--- src/rtl/gpio_upper_defs.vh ---
// register map, field layout and reset values of the upper gpio bank
`ifndef GPIO_UPPER_DEFS_VH
`define GPIO_UPPER_DEFS_VH

// bus widths
`define GPIO_ADDR_W 16
`define GPIO_DATA_W 16

// pin counts
`define GPIO_LO_PINS 16
`define GPIO_TOP_PINS 14
`define GPIO_ALL_PINS 30

// first pin number of each group
`define GPIO_LO_FIRST_PIN 16
`define GPIO_TOP_FIRST_PIN 32

// register offsets (word addresses on the register port)
`define GPIO_OFS_EN_HI16 16'h4403
`define GPIO_OFS_DIR_HI16 16'h4404
`define GPIO_OFS_LVL_HI16 16'h4405
`define GPIO_OFS_EN_TOP14 16'h4406
`define GPIO_OFS_DIR_TOP14 16'h4407
`define GPIO_OFS_LVL_TOP14 16'h4408

// field positions in the 14-pin registers
`define GPIO_TOP_PIN_MSB 13
`define GPIO_TOP_RSV_MSB 15
`define GPIO_TOP_RSV_LSB 14

// reset values
`define GPIO_RST_EN 16'h0000
`define GPIO_RST_DIR 16'h0000
`define GPIO_RST_RSV 2'h0
`define GPIO_RST_RDATA 16'h0000
`define GPIO_RST_PINS 30'h00000000
`define GPIO_RST_EN14 14'h0000
`define GPIO_RST_DIR14 14'h0000
`define GPIO_RST_LVL16 16'h0000
`define GPIO_RST_LVL14 14'h0000

// synchroniser depth
`define GPIO_SYNC_STAGES 2

`endif

--- src/rtl/parallel_gpio_bank_upper.v ---
// register file and pin control of the gpio bank for pins 16 to 45
//
// Contract
// - direction 0 means input; resets to 0
// - direction 1 drives pin from data bit
// - input pin reads 0 low, 1 high
// - output pin drives written data level
// - enable 0 puts pin in high impedance
// - enable 1 gives gpio under direction, data
// - data bit holds pin level after reset
// - bit n maps to pin 16 plus n, in the top14 registers to pin 32 plus n
// - top enable bits 13-0, reserved 15-14
// - enable for pins 16-31 at 0x4403
// - direction for pins 32-45 at 0x4407
`timescale 1ns/1ps
`include "gpio_upper_defs.vh"

module parallel_gpio_bank_upper (
  // clock and reset
  input wire sys_clk,
  input wire rst,
  // register port
  input wire [`GPIO_ADDR_W-1:0] addr,
  input wire [`GPIO_DATA_W-1:0] wr_data,
  input wire wr_en,
  input wire rd_en,
  output reg [`GPIO_DATA_W-1:0] rd_data,
  // pins 16 to 45, bit 0 is pin 16
  input wire [`GPIO_ALL_PINS-1:0] pin_in,
  output wire [`GPIO_ALL_PINS-1:0] pin_out,
  output wire [`GPIO_ALL_PINS-1:0] pin_oe_n
);

  // software-visible state
  reg [`GPIO_LO_PINS-1:0] pin_function_enable_hi16;
  reg [`GPIO_LO_PINS-1:0] pin_direction_hi16;
  reg [`GPIO_LO_PINS-1:0] pin_level_hi16;
  reg [`GPIO_TOP_PINS-1:0] pin_function_enable_top14;
  reg [`GPIO_TOP_PINS-1:0] pin_direction_top14;
  reg [`GPIO_TOP_PINS-1:0] pin_level_top14;
  reg [1:0] en_top14_rsv;
  reg [1:0] dir_top14_rsv;
  reg [1:0] lvl_top14_rsv;

  // next values
  reg [`GPIO_LO_PINS-1:0] next_level_hi16;
  reg [`GPIO_TOP_PINS-1:0] next_level_top14;
  reg [`GPIO_DATA_W-1:0] next_rd_data;

  // synchronised pin levels
  wire [`GPIO_ALL_PINS-1:0] pin_sync;
  wire [`GPIO_LO_PINS-1:0] sync_hi16;
  wire [`GPIO_TOP_PINS-1:0] sync_top14;

  // address decode
  wire hit_en_hi16;
  wire hit_dir_hi16;
  wire hit_lvl_hi16;
  wire hit_en_top14;
  wire hit_dir_top14;
  wire hit_lvl_top14;

  assign hit_en_hi16 = (addr == `GPIO_OFS_EN_HI16);
  assign hit_dir_hi16 = (addr == `GPIO_OFS_DIR_HI16);
  assign hit_lvl_hi16 = (addr == `GPIO_OFS_LVL_HI16);
  assign hit_en_top14 = (addr == `GPIO_OFS_EN_TOP14);
  assign hit_dir_top14 = (addr == `GPIO_OFS_DIR_TOP14);
  assign hit_lvl_top14 = (addr == `GPIO_OFS_LVL_TOP14);

  // bit n of a hi16 register is pin 16 plus n, of a top14 register pin 32 plus n; pin 32 is bit 16 of the vectors
  assign sync_hi16 = pin_sync[`GPIO_LO_PINS-1:0];
  assign sync_top14 = pin_sync[`GPIO_ALL_PINS-1:`GPIO_LO_PINS];

  pin_sync2 u_sync (
    .sys_clk(sys_clk),
    .rst(rst),
    .async_in(pin_in),
    .sync_out(pin_sync)
  );

  // control registers
  always @(posedge sys_clk or posedge rst) begin
    if (rst) begin
      pin_function_enable_hi16 <= `GPIO_RST_EN;
      pin_direction_hi16 <= `GPIO_RST_DIR;
      pin_function_enable_top14 <= `GPIO_RST_EN14;
      pin_direction_top14 <= `GPIO_RST_DIR14;
      en_top14_rsv <= `GPIO_RST_RSV;
      dir_top14_rsv <= `GPIO_RST_RSV;
      lvl_top14_rsv <= `GPIO_RST_RSV;
    end else if (wr_en) begin
      if (hit_en_hi16) begin
        pin_function_enable_hi16 <= wr_data;
      end
      if (hit_dir_hi16) begin
        pin_direction_hi16 <= wr_data;
      end
      if (hit_en_top14) begin
        pin_function_enable_top14 <= wr_data[`GPIO_TOP_PIN_MSB:0];
        en_top14_rsv <= wr_data[`GPIO_TOP_RSV_MSB:`GPIO_TOP_RSV_LSB];
      end
      if (hit_dir_top14) begin
        pin_direction_top14 <= wr_data[`GPIO_TOP_PIN_MSB:0];
        dir_top14_rsv <= wr_data[`GPIO_TOP_RSV_MSB:`GPIO_TOP_RSV_LSB];
      end
      if (hit_lvl_top14) begin
        lvl_top14_rsv <= wr_data[`GPIO_TOP_RSV_MSB:`GPIO_TOP_RSV_LSB];
      end
    end
  end

  // data bits follow the pin while it is an input, so after reset they show
  // the pin level, and an input turned output starts at the level last seen;
  // a write to an input bit is therefore not kept
  always @* begin
    next_level_hi16 = (pin_direction_hi16 & pin_level_hi16) |
      (~pin_direction_hi16 & sync_hi16);
    if (wr_en && hit_lvl_hi16) begin
      next_level_hi16 = (pin_direction_hi16 & wr_data) |
        (~pin_direction_hi16 & sync_hi16);
    end
    next_level_top14 = (pin_direction_top14 & pin_level_top14) |
      (~pin_direction_top14 & sync_top14);
    if (wr_en && hit_lvl_top14) begin
      next_level_top14 = (pin_direction_top14 & wr_data[`GPIO_TOP_PIN_MSB:0]) |
        (~pin_direction_top14 & sync_top14);
    end
  end

  // the flops reset to a constant; the real pin level arrives three edges on
  always @(posedge sys_clk or posedge rst) begin
    if (rst) begin
      pin_level_hi16 <= `GPIO_RST_LVL16;
      pin_level_top14 <= `GPIO_RST_LVL14;
    end else begin
      pin_level_hi16 <= next_level_hi16;
      pin_level_top14 <= next_level_top14;
    end
  end

  // read path, data stands for one cycle after the strobe
  always @* begin
    next_rd_data = `GPIO_RST_RDATA;
    if (rd_en) begin
      if (hit_en_hi16) begin
        next_rd_data = pin_function_enable_hi16;
      end else if (hit_dir_hi16) begin
        next_rd_data = pin_direction_hi16;
      end else if (hit_lvl_hi16) begin
        next_rd_data = pin_level_hi16;
      end else if (hit_en_top14) begin
        next_rd_data = {en_top14_rsv, pin_function_enable_top14};
      end else if (hit_dir_top14) begin
        next_rd_data = {dir_top14_rsv, pin_direction_top14};
      end else if (hit_lvl_top14) begin
        next_rd_data = {lvl_top14_rsv, pin_level_top14};
      end
    end
  end

  always @(posedge sys_clk or posedge rst) begin
    if (rst) begin
      rd_data <= `GPIO_RST_RDATA;
    end else begin
      rd_data <= next_rd_data;
    end
  end

  // pin drivers, one register stage after the control bits
  pin_drive_slice u_drive (
    .sys_clk(sys_clk),
    .rst(rst),
    .func_en({pin_function_enable_top14, pin_function_enable_hi16}),
    .dir_out({pin_direction_top14, pin_direction_hi16}),
    .level({pin_level_top14, pin_level_hi16}),
    .pin_out(pin_out),
    .pin_oe_n(pin_oe_n)
  );

endmodule // parallel_gpio_bank_upper

--- src/rtl/pin_drive_slice.v ---
// per-pin output driver and output enable for the upper gpio bank
`timescale 1ns/1ps
`include "gpio_upper_defs.vh"

module pin_drive_slice (
  // clock and reset
  input wire sys_clk,
  input wire rst,
  // per-pin control
  input wire [`GPIO_ALL_PINS-1:0] func_en,
  input wire [`GPIO_ALL_PINS-1:0] dir_out,
  input wire [`GPIO_ALL_PINS-1:0] level,
  // pin side, enable low while driving
  output reg [`GPIO_ALL_PINS-1:0] pin_out,
  output reg [`GPIO_ALL_PINS-1:0] pin_oe_n
);

  genvar i;
  generate
    for (i = 0; i < `GPIO_ALL_PINS; i = i + 1) begin : g_pin
      always @(posedge sys_clk or posedge rst) begin
        if (rst) begin
          pin_out[i] <= 1'b0;
          pin_oe_n[i] <= 1'b1;
        end else begin
          // driven only when the function is on and the pin is an output
          pin_oe_n[i] <= ~(func_en[i] & dir_out[i]);
          // data is driven low for 0 and high for 1
          pin_out[i] <= level[i];
        end
      end
    end
  endgenerate

endmodule // pin_drive_slice

--- src/rtl/pin_sync2.v ---
// two flip-flop synchroniser for the input pin levels
`timescale 1ns/1ps
`include "gpio_upper_defs.vh"

module pin_sync2 (
  // clock and reset
  input wire sys_clk,
  input wire rst,
  // asynchronous pin levels
  input wire [`GPIO_ALL_PINS-1:0] async_in,
  // levels in the sys_clk domain
  output reg [`GPIO_ALL_PINS-1:0] sync_out
);

  // first stage feeds only the second stage
  reg [`GPIO_ALL_PINS-1:0] meta;

  always @(posedge sys_clk or posedge rst) begin
    if (rst) begin
      meta <= `GPIO_RST_PINS;
      sync_out <= `GPIO_RST_PINS;
    end else begin
      meta <= async_in;
      sync_out <= meta;
    end
  end

endmodule // pin_sync2

--- config.mk ---
export PLATFORM = sky130hd
export DESIGN_NAME = parallel_gpio_bank_upper
export DESIGN_NICKNAME = d
export VERILOG_FILES = /design/src/rtl/parallel_gpio_bank_upper.v /design/src/rtl/pin_drive_slice.v /design/src/rtl/pin_sync2.v
export VERILOG_INCLUDE_DIRS = /design/src /design/src/rtl
export SDC_FILE = /design/constraint.sdc
export NUM_CORES = 1
export LEC_CHECK = 0
export BUFFER_PORTS_ARGS = -buffer_cell sky130_fd_sc_hd__buf_2
export CORE_AREA = 2 2 141 212
export CTS_CLUSTER_DIAMETER = 30
export DETAILED_ROUTE_END_ITERATION = 8
export DIE_AREA = 0 0 143 214
export GPL_TIMING_DRIVEN = 0
export SYNTH_ARGS = -nofsm -noshare
export SYNTH_HDL_FRONTEND = slang
export SYNTH_SLANG_ARGS = --single-unit
--- constraint.sdc ---
create_clock -name sys_clk -period 8.44 [get_ports sys_clk]
set_input_delay 0.844 -clock sys_clk [delete_from_list [all_inputs] [get_ports sys_clk]]
set_output_delay 0.844 -clock sys_clk [all_outputs]
set_load 0.1 [all_outputs]
==> flow_metrics.py, run 1 <==
metrics = {
    "synth": {
        "syn-cell-area_um2": 8550,
        "synth_edf_count": 0,
        "yosys_register_bits": 232,
        "synth_area_per_cell_um2": 13.6,
        "ys.flop_type": "dfrtp_1",
        "ys_seq_area_frac": 0.683,
        "yosysTopAreaCellShare": 0.591,
        "yosysMostFrequentCell": "dfrtp_1",
        "yosys-top-cells-area": "dfrtp_1, dfstp_2, mux2_2",
        "netlist_top_cells_count": "dfrtp_1, a21oi_1, mux2_2, nand2_1, a22oi_1",
        "yosysWarnings": 0,
        "yosys.area.top_type": "dfrtp_1",
        "synthCells": 628,
        "synth_fp_nets": 694,
        "ys_types": 38,
        "async_flop_share": 1.00,
    },
    "global_route": {
        "track_usage": 0.158,
        "grt_pass1_vias": 6024,
        "grt-ovfl-total": 0,
        "grt_pass1_wl_um": 36300,
        "grt_max_degree": 125,
        "antenna_found_initial": 4,
    },
    "timing": {
        "finalCritPeriodShare": 0.340,
        "hold_viol_final": 0,
        "relSlewSlack": 0.382,
        "timing.final.crit_period_ns": 2.87,
        "fin_setup_tns_ns": 0,
        "setup_viol": 0,
        "slew_viol_final": 0,
        "clock_skew_ns": 0.0149,
        "worstMarginPinSlew_ns": 0.928,
        "fmax_mhz": 349,
        "rsz0062_at_grt": "false",
    },
    "clock_network": {
        "clock_path_buffers": 3,
        "cts_setup_buffers": 0,
        "cts.sinks": 232,
        "cts_tree": "done",
        "cts.clk_slew.worst_paths_ns": 0.06,
        "cts_buffers": 34,
        "cts_resized": 0,
        "cts-htree-levels": 2,
        "ctsHoldBuffers": 0,
        "clk_latency_ns": 0.51,
        "cts-root-buf": "clkbuf_16",
    },
    "power": {
        "ir_drop_mv": 0.111,
        "p_leak_nw": 5.02,
        "p_per_area_nw_per_um2": 250,
    },
    "route": {
        "drc": 0,
        "antenna_left": 0,
        "dr.first_iter.drc_count": 521,
        "drt-wirelength-per-cell_um": 19.7,
        "vias": 5795,
        "routed_via_density": 4.73,
        "wirelength_um": 24100,
        "first_pass_iters": 5,
    },
    "worst_setup_path": {
        "crit_buf_inv": 3,
        "reg2reg_slack_ns": 7.19,
        "critPathCaptureType": "flip-flop",
        "reg2reg_depth": 4,
        "crit_chain": "buf_2 -> or4b_1 -> buf_4 -> nor4_4 -> buf_2 -> a22oi_1 -> o32ai_1",
        "critPathMaxFanout": 10,
        "cpMostUsedCell": "buf_2",
        "crit_required_ns": 8.80,
        "worstReg2RegStart": "pin_function_enable_top14[10]",
        "r2r_end": "rd_data[10]",
        "crit_family": "simple AND/OR/NAND/NOR gates",
        "startpoint_type": "input pin",
        "cp_slowest_cell": "nor4_4",
        "critPathKind": "in -> reg",
        "slowest_delay_ns": 0.67,
        "arrival_ns": 3.23,
    },
    "min_path": {
        "hold_class": "reg -> reg",
        "hold-path-cell-count": 0,
        "whs_endpoint": "u_sync.sync_out[17]",
        "hp-start": "u_sync.meta[17]",
    },
    "place": {
        "dp_cells": 1159,
        "dp_hpwl_um": 16500,
        "io_buffers": 140,
        "dpl_cell_area_um2": 9780,
        "gp_congestion": 0.817,
    },
    "layout": {
        "fill_cells": 2763,
        "stdcell_count": 1224,
        "design_area_um2": 11000,
        "drive_above_1_share": 0.395,
        "final-seq-area_um2": 5840,
        "nNetsFinal": 871,
        "areaGrowthSynthToFinish_pct": 28.3,
        "utilization": 0.383,
        "multiInputGateArea_um2": 2460,
    },
    "floorplan": {
        "die_height_um": 214,
        "die_area_um2": 30600,
        "core_area_um2": 28600,
        "ioPinCount": 142,
        "die_w_um": 143,
        "start_util": 0.299,
        "rows": 76,
    },
    "outcome": {
        "status": "finished, final reports clean",
    },
    "run": {
        "drv_cap": 0,
    },
}
==> power breakdown <==
group          total [W]  internal (W)  switching [W]
logic           0.000152     0.0000301       0.000122
registers        0.00116       0.00114      0.0000147
clock network    0.00144      0.000896       0.000542
==> stage by stage <==
| stage | setup WS, ns | hold WS, ns | power (W) |
|---|---|---|---|
| 2_1_floorplan | 1.28 | 0.331 | 0.00127 |
| 3_3_place_gp | -1.10 | 0.335 | 0.00133 |
| 3_5_place_dp | 5.07 | 0.335 | 0.00133 |
| 4_1_cts | 5.58 | 0.337 | 0.00277 |
| 5_1_grt | 5.49 | 0.341 | 0.00284 |
| 6_report | 5.57 | 0.337 | 0.00275 |
==> placed cells by master (no fill, tap or decap), drive strengths merged, types with 3 or more instances in the layout <==
cell type / Yosys / routed
buf: 20 / 161
nand2: 39 / 39
clkinvlp: 0 / 3
a21o: 5 / 5
or4b: 4 / 4
o21ai: 30 / 30
dfrtp: 202 / 202
dfstp: 30 / 30
o22ai: 5 / 5
a22oi: 32 / 32
a21oi: 57 / 57
nor4: 6 / 6
inv: 19 / 26
clkbuf: 15 / 57
nand3: 15 / 15
diode: 0 / 3
clkinv: 0 / 8
o32ai: 11 / 11
a31oi: 30 / 30
mux2: 66 / 66
nor2: 30 / 30
or4: 3 / 3
==> cells by family after synthesis <==
logic type / count (synthesis) / share of synthesized area
AO/OA/AOI/OAI: 171 / 0.122
buffers and inverters: 54 / 0.0293
flip-flops: 232 / 0.683
multiplexers: 66 / 0.0957
AND/OR/NAND/NOR: 105 / 0.0696
==> worst register-to-register path: cells and delay by family, from the launching register on <==
kind,cells,cell delay (ns)
flip-flops,1,0.37
AO/OA/AOI/OAI,4,0.74
==> area by class of cell <==
cell class              count  share of cell area
multi-input cells         342               0.224
clock inverters            20              0.0203
well taps                 390              0.0445
diodes                      3            0.000684
repair buffers            141              0.0664
plain buffers              35              0.0163
inverters                  19             0.00719
clock buffers              42              0.0879
flip-flops and latches    232               0.533
==> worst max-delay path by stage <==
stage                     slack [ns]    start          end  depth (start not counted)
after global routing            5.49  addr[5]   rd_data[6]                          7
after global placement         -1.10      rst   rd_data[3]                          2
after detailed placement        5.07  addr[5]   rd_data[6]                          6
after floorplan                 1.28      rst    async pin                          1
final                           5.57  addr[9]  rd_data[10]                          7
after CTS                       5.58  addr[5]   rd_data[6]                          6
==> per-layer routing <==
layer  track usage  vias to the layer above  part of all wire
met3        0.0378                       62             0.066
met4        0.0828                        2             0.047
li1              -                     2627                 -
met2         0.271                      238              0.51
met5             0                        -           0.00046
met1         0.181                     2866              0.38
Power figures use the tool's default switching activity.
==> inputs of run 2 (changes only) <==
Clock period 8.44 ns to 2.75 ns, I/O delays scaled along.
==> flow_metrics.py, run 2 (same netlist as run 1, synthesis figures left out) <==
metrics = {
    "outcome": {
        "status": "finished, final reports clean",
    },
    "timing": {
        "rsz0062_at_grt": "false",
        "slew_viol_final": 0,
        "fmax_mhz": 423,
        "timing.final.crit_period_ns": 2.37,
        "setup_viol": 0,
        "worst_slack_ns": 0.384,
        "finalCritPeriodShare": 0.861,
        "clock_skew_ns": 0.0102,
        "worstMarginPinSlew_ns": 0.939,
        "relSlewSlack": 0.367,
        "hold_viol_final": 0,
    },
    "power": {
        "p_clk_frac": 0.511,
        "power_frac_seq": 0.427,
        "p_int_w": 0.00622,
        "swShare": 0.253,
        "ir_drop_mv": 0.273,
        "p_leak_nw": 5.18,
        "p_sw_w": 0.00210,
        "power_w": 0.00832,
        "comb_power_share": 0.062,
        "p_per_area_nw_per_um2": 734,
    },
    "global_route": {
        "track_usage": 0.161,
        "grt_pass1_wl_um": 37100,
        "grt-ovfl-total": 0,
        "antenna_found_initial": 5,
        "grt_max_degree": 44,
        "grt_pass1_vias": 6386,
    },
    "worst_setup_path": {
        "slowest_delay_ns": 0.84,
        "cpMostUsedCell": "buf_2",
        "crit_chain": "buf_2 -> or4_1 -> buf_2 -> o41ai_2 -> buf_2 -> o32ai_1",
        "startpoint_type": "input pin",
        "arrival_ns": 2.67,
        "critPathMaxFanout": 10,
        "crit_required_ns": 3.05,
        "crit_buf_inv": 3,
        "crit_family": "compound AO/OA/AOI/OAI gates",
        "cp_slowest_cell": "o41ai_2",
        "critPathKind": "in -> reg",
        "critPathCaptureType": "flip-flop",
    },
    "layout": {
        "utilization": 0.396,
        "fill_cells": 2750,
        "design_area_um2": 11300,
        "final_common_cell": "dfrtp_1",
        "drive_above_1_share": 0.384,
        "stdcell_count": 1261,
        "areaGrowthSynthToFinish_pct": 32.5,
        "nNetsFinal": 907,
        "layout_common_cells": "dfrtp_1, buf_2, a21oi_1",
    },
    "clock_network": {
        "cts.sinks": 232,
        "ctsHoldBuffers": 31,
        "clock_path_buffers": 3,
        "cts.clk_slew.worst_paths_ns": 0.05,
        "cts-root-buf": "clkbuf_16",
        "clk_latency_ns": 0.50,
        "cts_tree": "done",
        "cts_resized": 0,
        "cts_buffers": 34,
        "cts-htree-levels": 2,
        "cts_setup_buffers": 0,
    },
    "route": {
        "drc": 0,
        "first_pass_iters": 7,
        "drt-wirelength-per-cell_um": 19.5,
        "routed_via_density": 4.75,
        "vias": 5989,
        "dr.first_iter.drc_count": 562,
        "antenna_left": 0,
        "wirelength_um": 24600,
    },
    "floorplan": {
        "die_height_um": 214,
        "start_util": 0.299,
        "ioPinCount": 142,
        "core_area_um2": 28600,
        "rows": 76,
        "die_w_um": 143,
        "die_area_um2": 30600,
    },
    "place": {
        "dpl_cell_area_um2": 9860,
        "gp_congestion": 0.833,
        "io_buffers": 140,
        "dp_cells": 1164,
        "place_ws_ns": -0.0727,
        "dp_hpwl_um": 16900,
    },
    "run": {
        "drv_cap": 0,
    },
    "min_path": {
        "hold_class": "in -> reg",
    },
}
-- run 2: cell type report --
type	instances	area, um2	share of cell area
plain buffers	35	179	0.0158
flip-flops and latches	232	5840	0.516
clock inverters	20	184	0.0162
multi-input cells	342	2460	0.217
repair buffers	177	1130	0.0998
diodes	4	10.0	0.000883
inverters	19	75.1	0.00662
well taps	390	488	0.0431
clock buffers	42	965	0.0851
-- run 2: power groups by stage --
stage | clock network (W) | logic (W) | registers (W)
3_3_place_gp | 0 | 0.000461 | 0.00361
5_1_grt | 0.00449 | 0.000558 | 0.00356
4_1_cts | 0.00434 | 0.000524 | 0.00355
3_5_place_dp | 0 | 0.000489 | 0.00361
2_1_floorplan | 0 | 0.000144 | 0.00376
6_report | 0.00425 | 0.000518 | 0.00355
-- run 2: path summary, 6_finish.rpt --
| path | start | end | slack (ns) | cells past startpoint |
|---|---|---|---|---|
| setup / recovery | addr[5] | rd_data[9] | 0.38 | 6 |
| hold / removal | wr_data[14] | en_top14_rsv[0] | 0.08 | 2 |
| setup reg to reg | pin_function_enable_top14[5] | rd_data[5] | 1.48 | 4 |
| hold reg to reg | u_sync.meta[28] | u_sync.sync_out[28] | 0.34 | 0 |
| max in group asynchronous | rst | u_drive.pin_oe_n[25] | 1.07 | 7 |
| min in group asynchronous | rst | u_drive.pin_out[20] | 0.32 | 3 |
-- run 2: per-layer routing --
metal  GRT usage  routed length [um]
met4      0.0848                1110
met2       0.274               12500
met5           0                  15
met1       0.186                9290
met3      0.0371                1650
-- run 2: through the flow --
| step | TNS [ns] | hold WS [ns] |
|---|---|---|
| final | 0 | 0.0818 |
| after global routing | 0 | 0.0843 |
| after CTS | 0 | 0.0716 |
| after detailed placement | -0.402 | 0.292 |
| after global placement | -392.35 | 0.334 |
| after floorplan | -108.36 | 0.306 |
==> inputs of run 3 (changes only) <==
Settings changed: BUFFER_PORTS_ARGS -buffer_cell sky130_fd_sc_hd__buf_2 to not set, DONT_BUFFER_PORTS set to 1.
==> flow_metrics.py, run 3 (same netlist as run 1, synthesis figures left out) <==
metrics = {
    "timing": {
        "whs_ns": 0.0692,
        "rsz0062_at_grt": "false",
        "fin_setup_tns_ns": 0,
        "hold_viol_final": 0,
        "fmax_mhz": 459,
        "worstMarginPinSlew_ns": 0.953,
        "relSlewSlack": 0.365,
        "clock_skew_ns": 0.0101,
        "slew_viol_final": 0,
        "finalCritPeriodShare": 0.792,
        "setup_viol": 0,
        "worst_slack_ns": 0.572,
        "timing.final.crit_period_ns": 2.18,
    },
    "worst_setup_path": {
        "cp_slowest_cell": "clkbuf_1",
        "crit_required_ns": 3.21,
        "slowest_delay_ns": 0.75,
        "crit_chain": "or4_1 -> buf_2 -> nor4_2 -> clkbuf_1 -> a22oi_1 -> o22ai_1",
        "critPathKind": "in -> reg",
        "critPathCaptureType": "flip-flop",
        "critPathMaxFanout": 10,
        "startpoint_type": "input pin",
        "arrival_ns": 2.63,
    },
    "floorplan": {
        "rows": 76,
        "die_w_um": 143,
        "ioPinCount": 142,
        "core_area_um2": 28600,
        "start_util": 0.299,
        "die_height_um": 214,
        "die_area_um2": 30600,
    },
    "clock_network": {
        "cts_tree": "done",
        "clock_path_buffers": 3,
        "cts-htree-levels": 1,
        "cts.sinks": 232,
        "cts_buffers": 31,
        "cts-root-buf": "clkbuf_16",
        "cts.clk_slew.worst_paths_ns": 0.06,
        "clk_latency_ns": 0.56,
    },
    "route": {
        "wirelength_um": 24300,
        "drc": 0,
        "dr.first_iter.drc_count": 469,
        "antenna_left": 0,
        "first_pass_iters": 5,
        "routed_via_density": 4.92,
        "drt-wirelength-per-cell_um": 21.5,
        "vias": 5554,
    },
    "global_route": {
        "grt-ovfl-total": 0,
        "antenna_found_initial": 0,
        "track_usage": 0.160,
        "grt_pass1_wl_um": 36600,
        "grt_max_degree": 45,
        "grt_pass1_vias": 5962,
    },
    "place": {
        "dp_hpwl_um": 16800,
        "dp_cells": 1024,
        "io_buffers": 0,
        "gp_congestion": 0.808,
        "place_ws_ns": 0.0104,
    },
    "outcome": {
        "status": "finished, final reports clean",
    },
    "min_path": {
        "hold_class": "in -> reg",
    },
    "run": {
        "drv_cap": 0,
    },
    "layout": {
        "areaGrowthSynthToFinish_pct": 26.3,
        "final_common_cell": "dfrtp_1",
        "drive_above_1_share": 0.260,
        "num_antenna_cells": 0,
        "nNetsFinal": 780,
        "stdcell_count": 1129,
        "layout_common_cells": "dfrtp_1, a21oi_1, dlygate4sd3_1",
        "fill_cells": 2751,
    },
    "power": {
        "p_per_area_nw_per_um2": 782,
        "ir_drop_mv": 0.576,
        "p_leak_nw": 4.73,
        "power_w": 0.00845,
    },
}
[run 3: cell types whose count changed in the layout (fill, tap and decap cells not counted), sizes merged]
cell	delta
clkinvlp	-2
clkinv	-1
clkbuf	-11
diode	-4
dlygate4sd3	+16
inv	+5
buf	-140
bufinv	+5
[run 3: repair_timing]
item,4_1_cts,5_1_grt
resized for setup,0,0
setup buffers,0,0
hold buffers,47,0
endpoints found under the hold margin,147,0
setup endpoints to repair,0,0
[run 3: path summary, 6_finish.rpt]
| path | from | end | slack [ns] | depth (start not counted) |
|---|---|---|---|---|
| setup reg to reg | pin_function_enable_top14[10] | rd_data[10] | 1.54 | 4 |
| setup / recovery | addr[5] | rd_data[12] | 0.57 | 6 |
| min in group asynchronous | rst | u_drive.pin_out[19] | 0.29 | 2 |
| max in group asynchronous | rst | u_drive.pin_oe_n[18] | 1.04 | 6 |
| hold / removal | rd_en | rd_data[3] | 0.07 | 2 |
| hold reg to reg | u_sync.meta[26] | u_sync.sync_out[26] | 0.34 | 0 |
[run 3: worst max-delay path, delay by kind of cell]
| kind | cells | cell delay, ns |
|---|---|---|
| buffers and inverters | 2 | 1.00 |
| and+or+nand+nor | 2 | 0.89 |
| AOI/OAI and AO/OA | 2 | 0.46 |
[run 3: power breakdown]
part           internal [W]  switching (W)
Clock               0.00266        0.00177
Combinational      0.000104       0.000195
Sequential          0.00350       0.000221
Total               0.00627        0.00218
[run 3: metrics by stage]
step | util | instance area [um2]
2_1_floorplan | - | 8560
3_3_place_gp | 0.316 | 9040
3_5_place_dp | 0.320 | 9160
4_1_cts | 0.377 | 10800
5_1_grt | 0.377 | 10800
6_report | 0.377 | 10800
[run 3: cell type report]
| cell class | instances | area (um2) | share of cell area |
|---|---|---|---|
| Timing Repair Buffer | 53 | 591 | 0.0547 |
| Clock inverter | 27 | 394 | 0.0365 |
| Sequential cell | 232 | 5840 | 0.541 |
| Multi-Input combinational cell | 342 | 2460 | 0.228 |
| Buffer | 35 | 179 | 0.0166 |
| Inverter | 19 | 75.1 | 0.00695 |
| Tap cell | 390 | 488 | 0.0452 |
| Clock buffer | 31 | 776 | 0.0718 |
[run 3: metal layers]
layer / up-vias / wire length (um) / global-route usage
met4: 0 / 1460 / 0.0937
met5: - / 0 / 0
met2: 264 / 12200 / 0.271
met1: 2777 / 8670 / 0.178
li1: 2434 / - / -
met3: 79 / 1990 / 0.0434
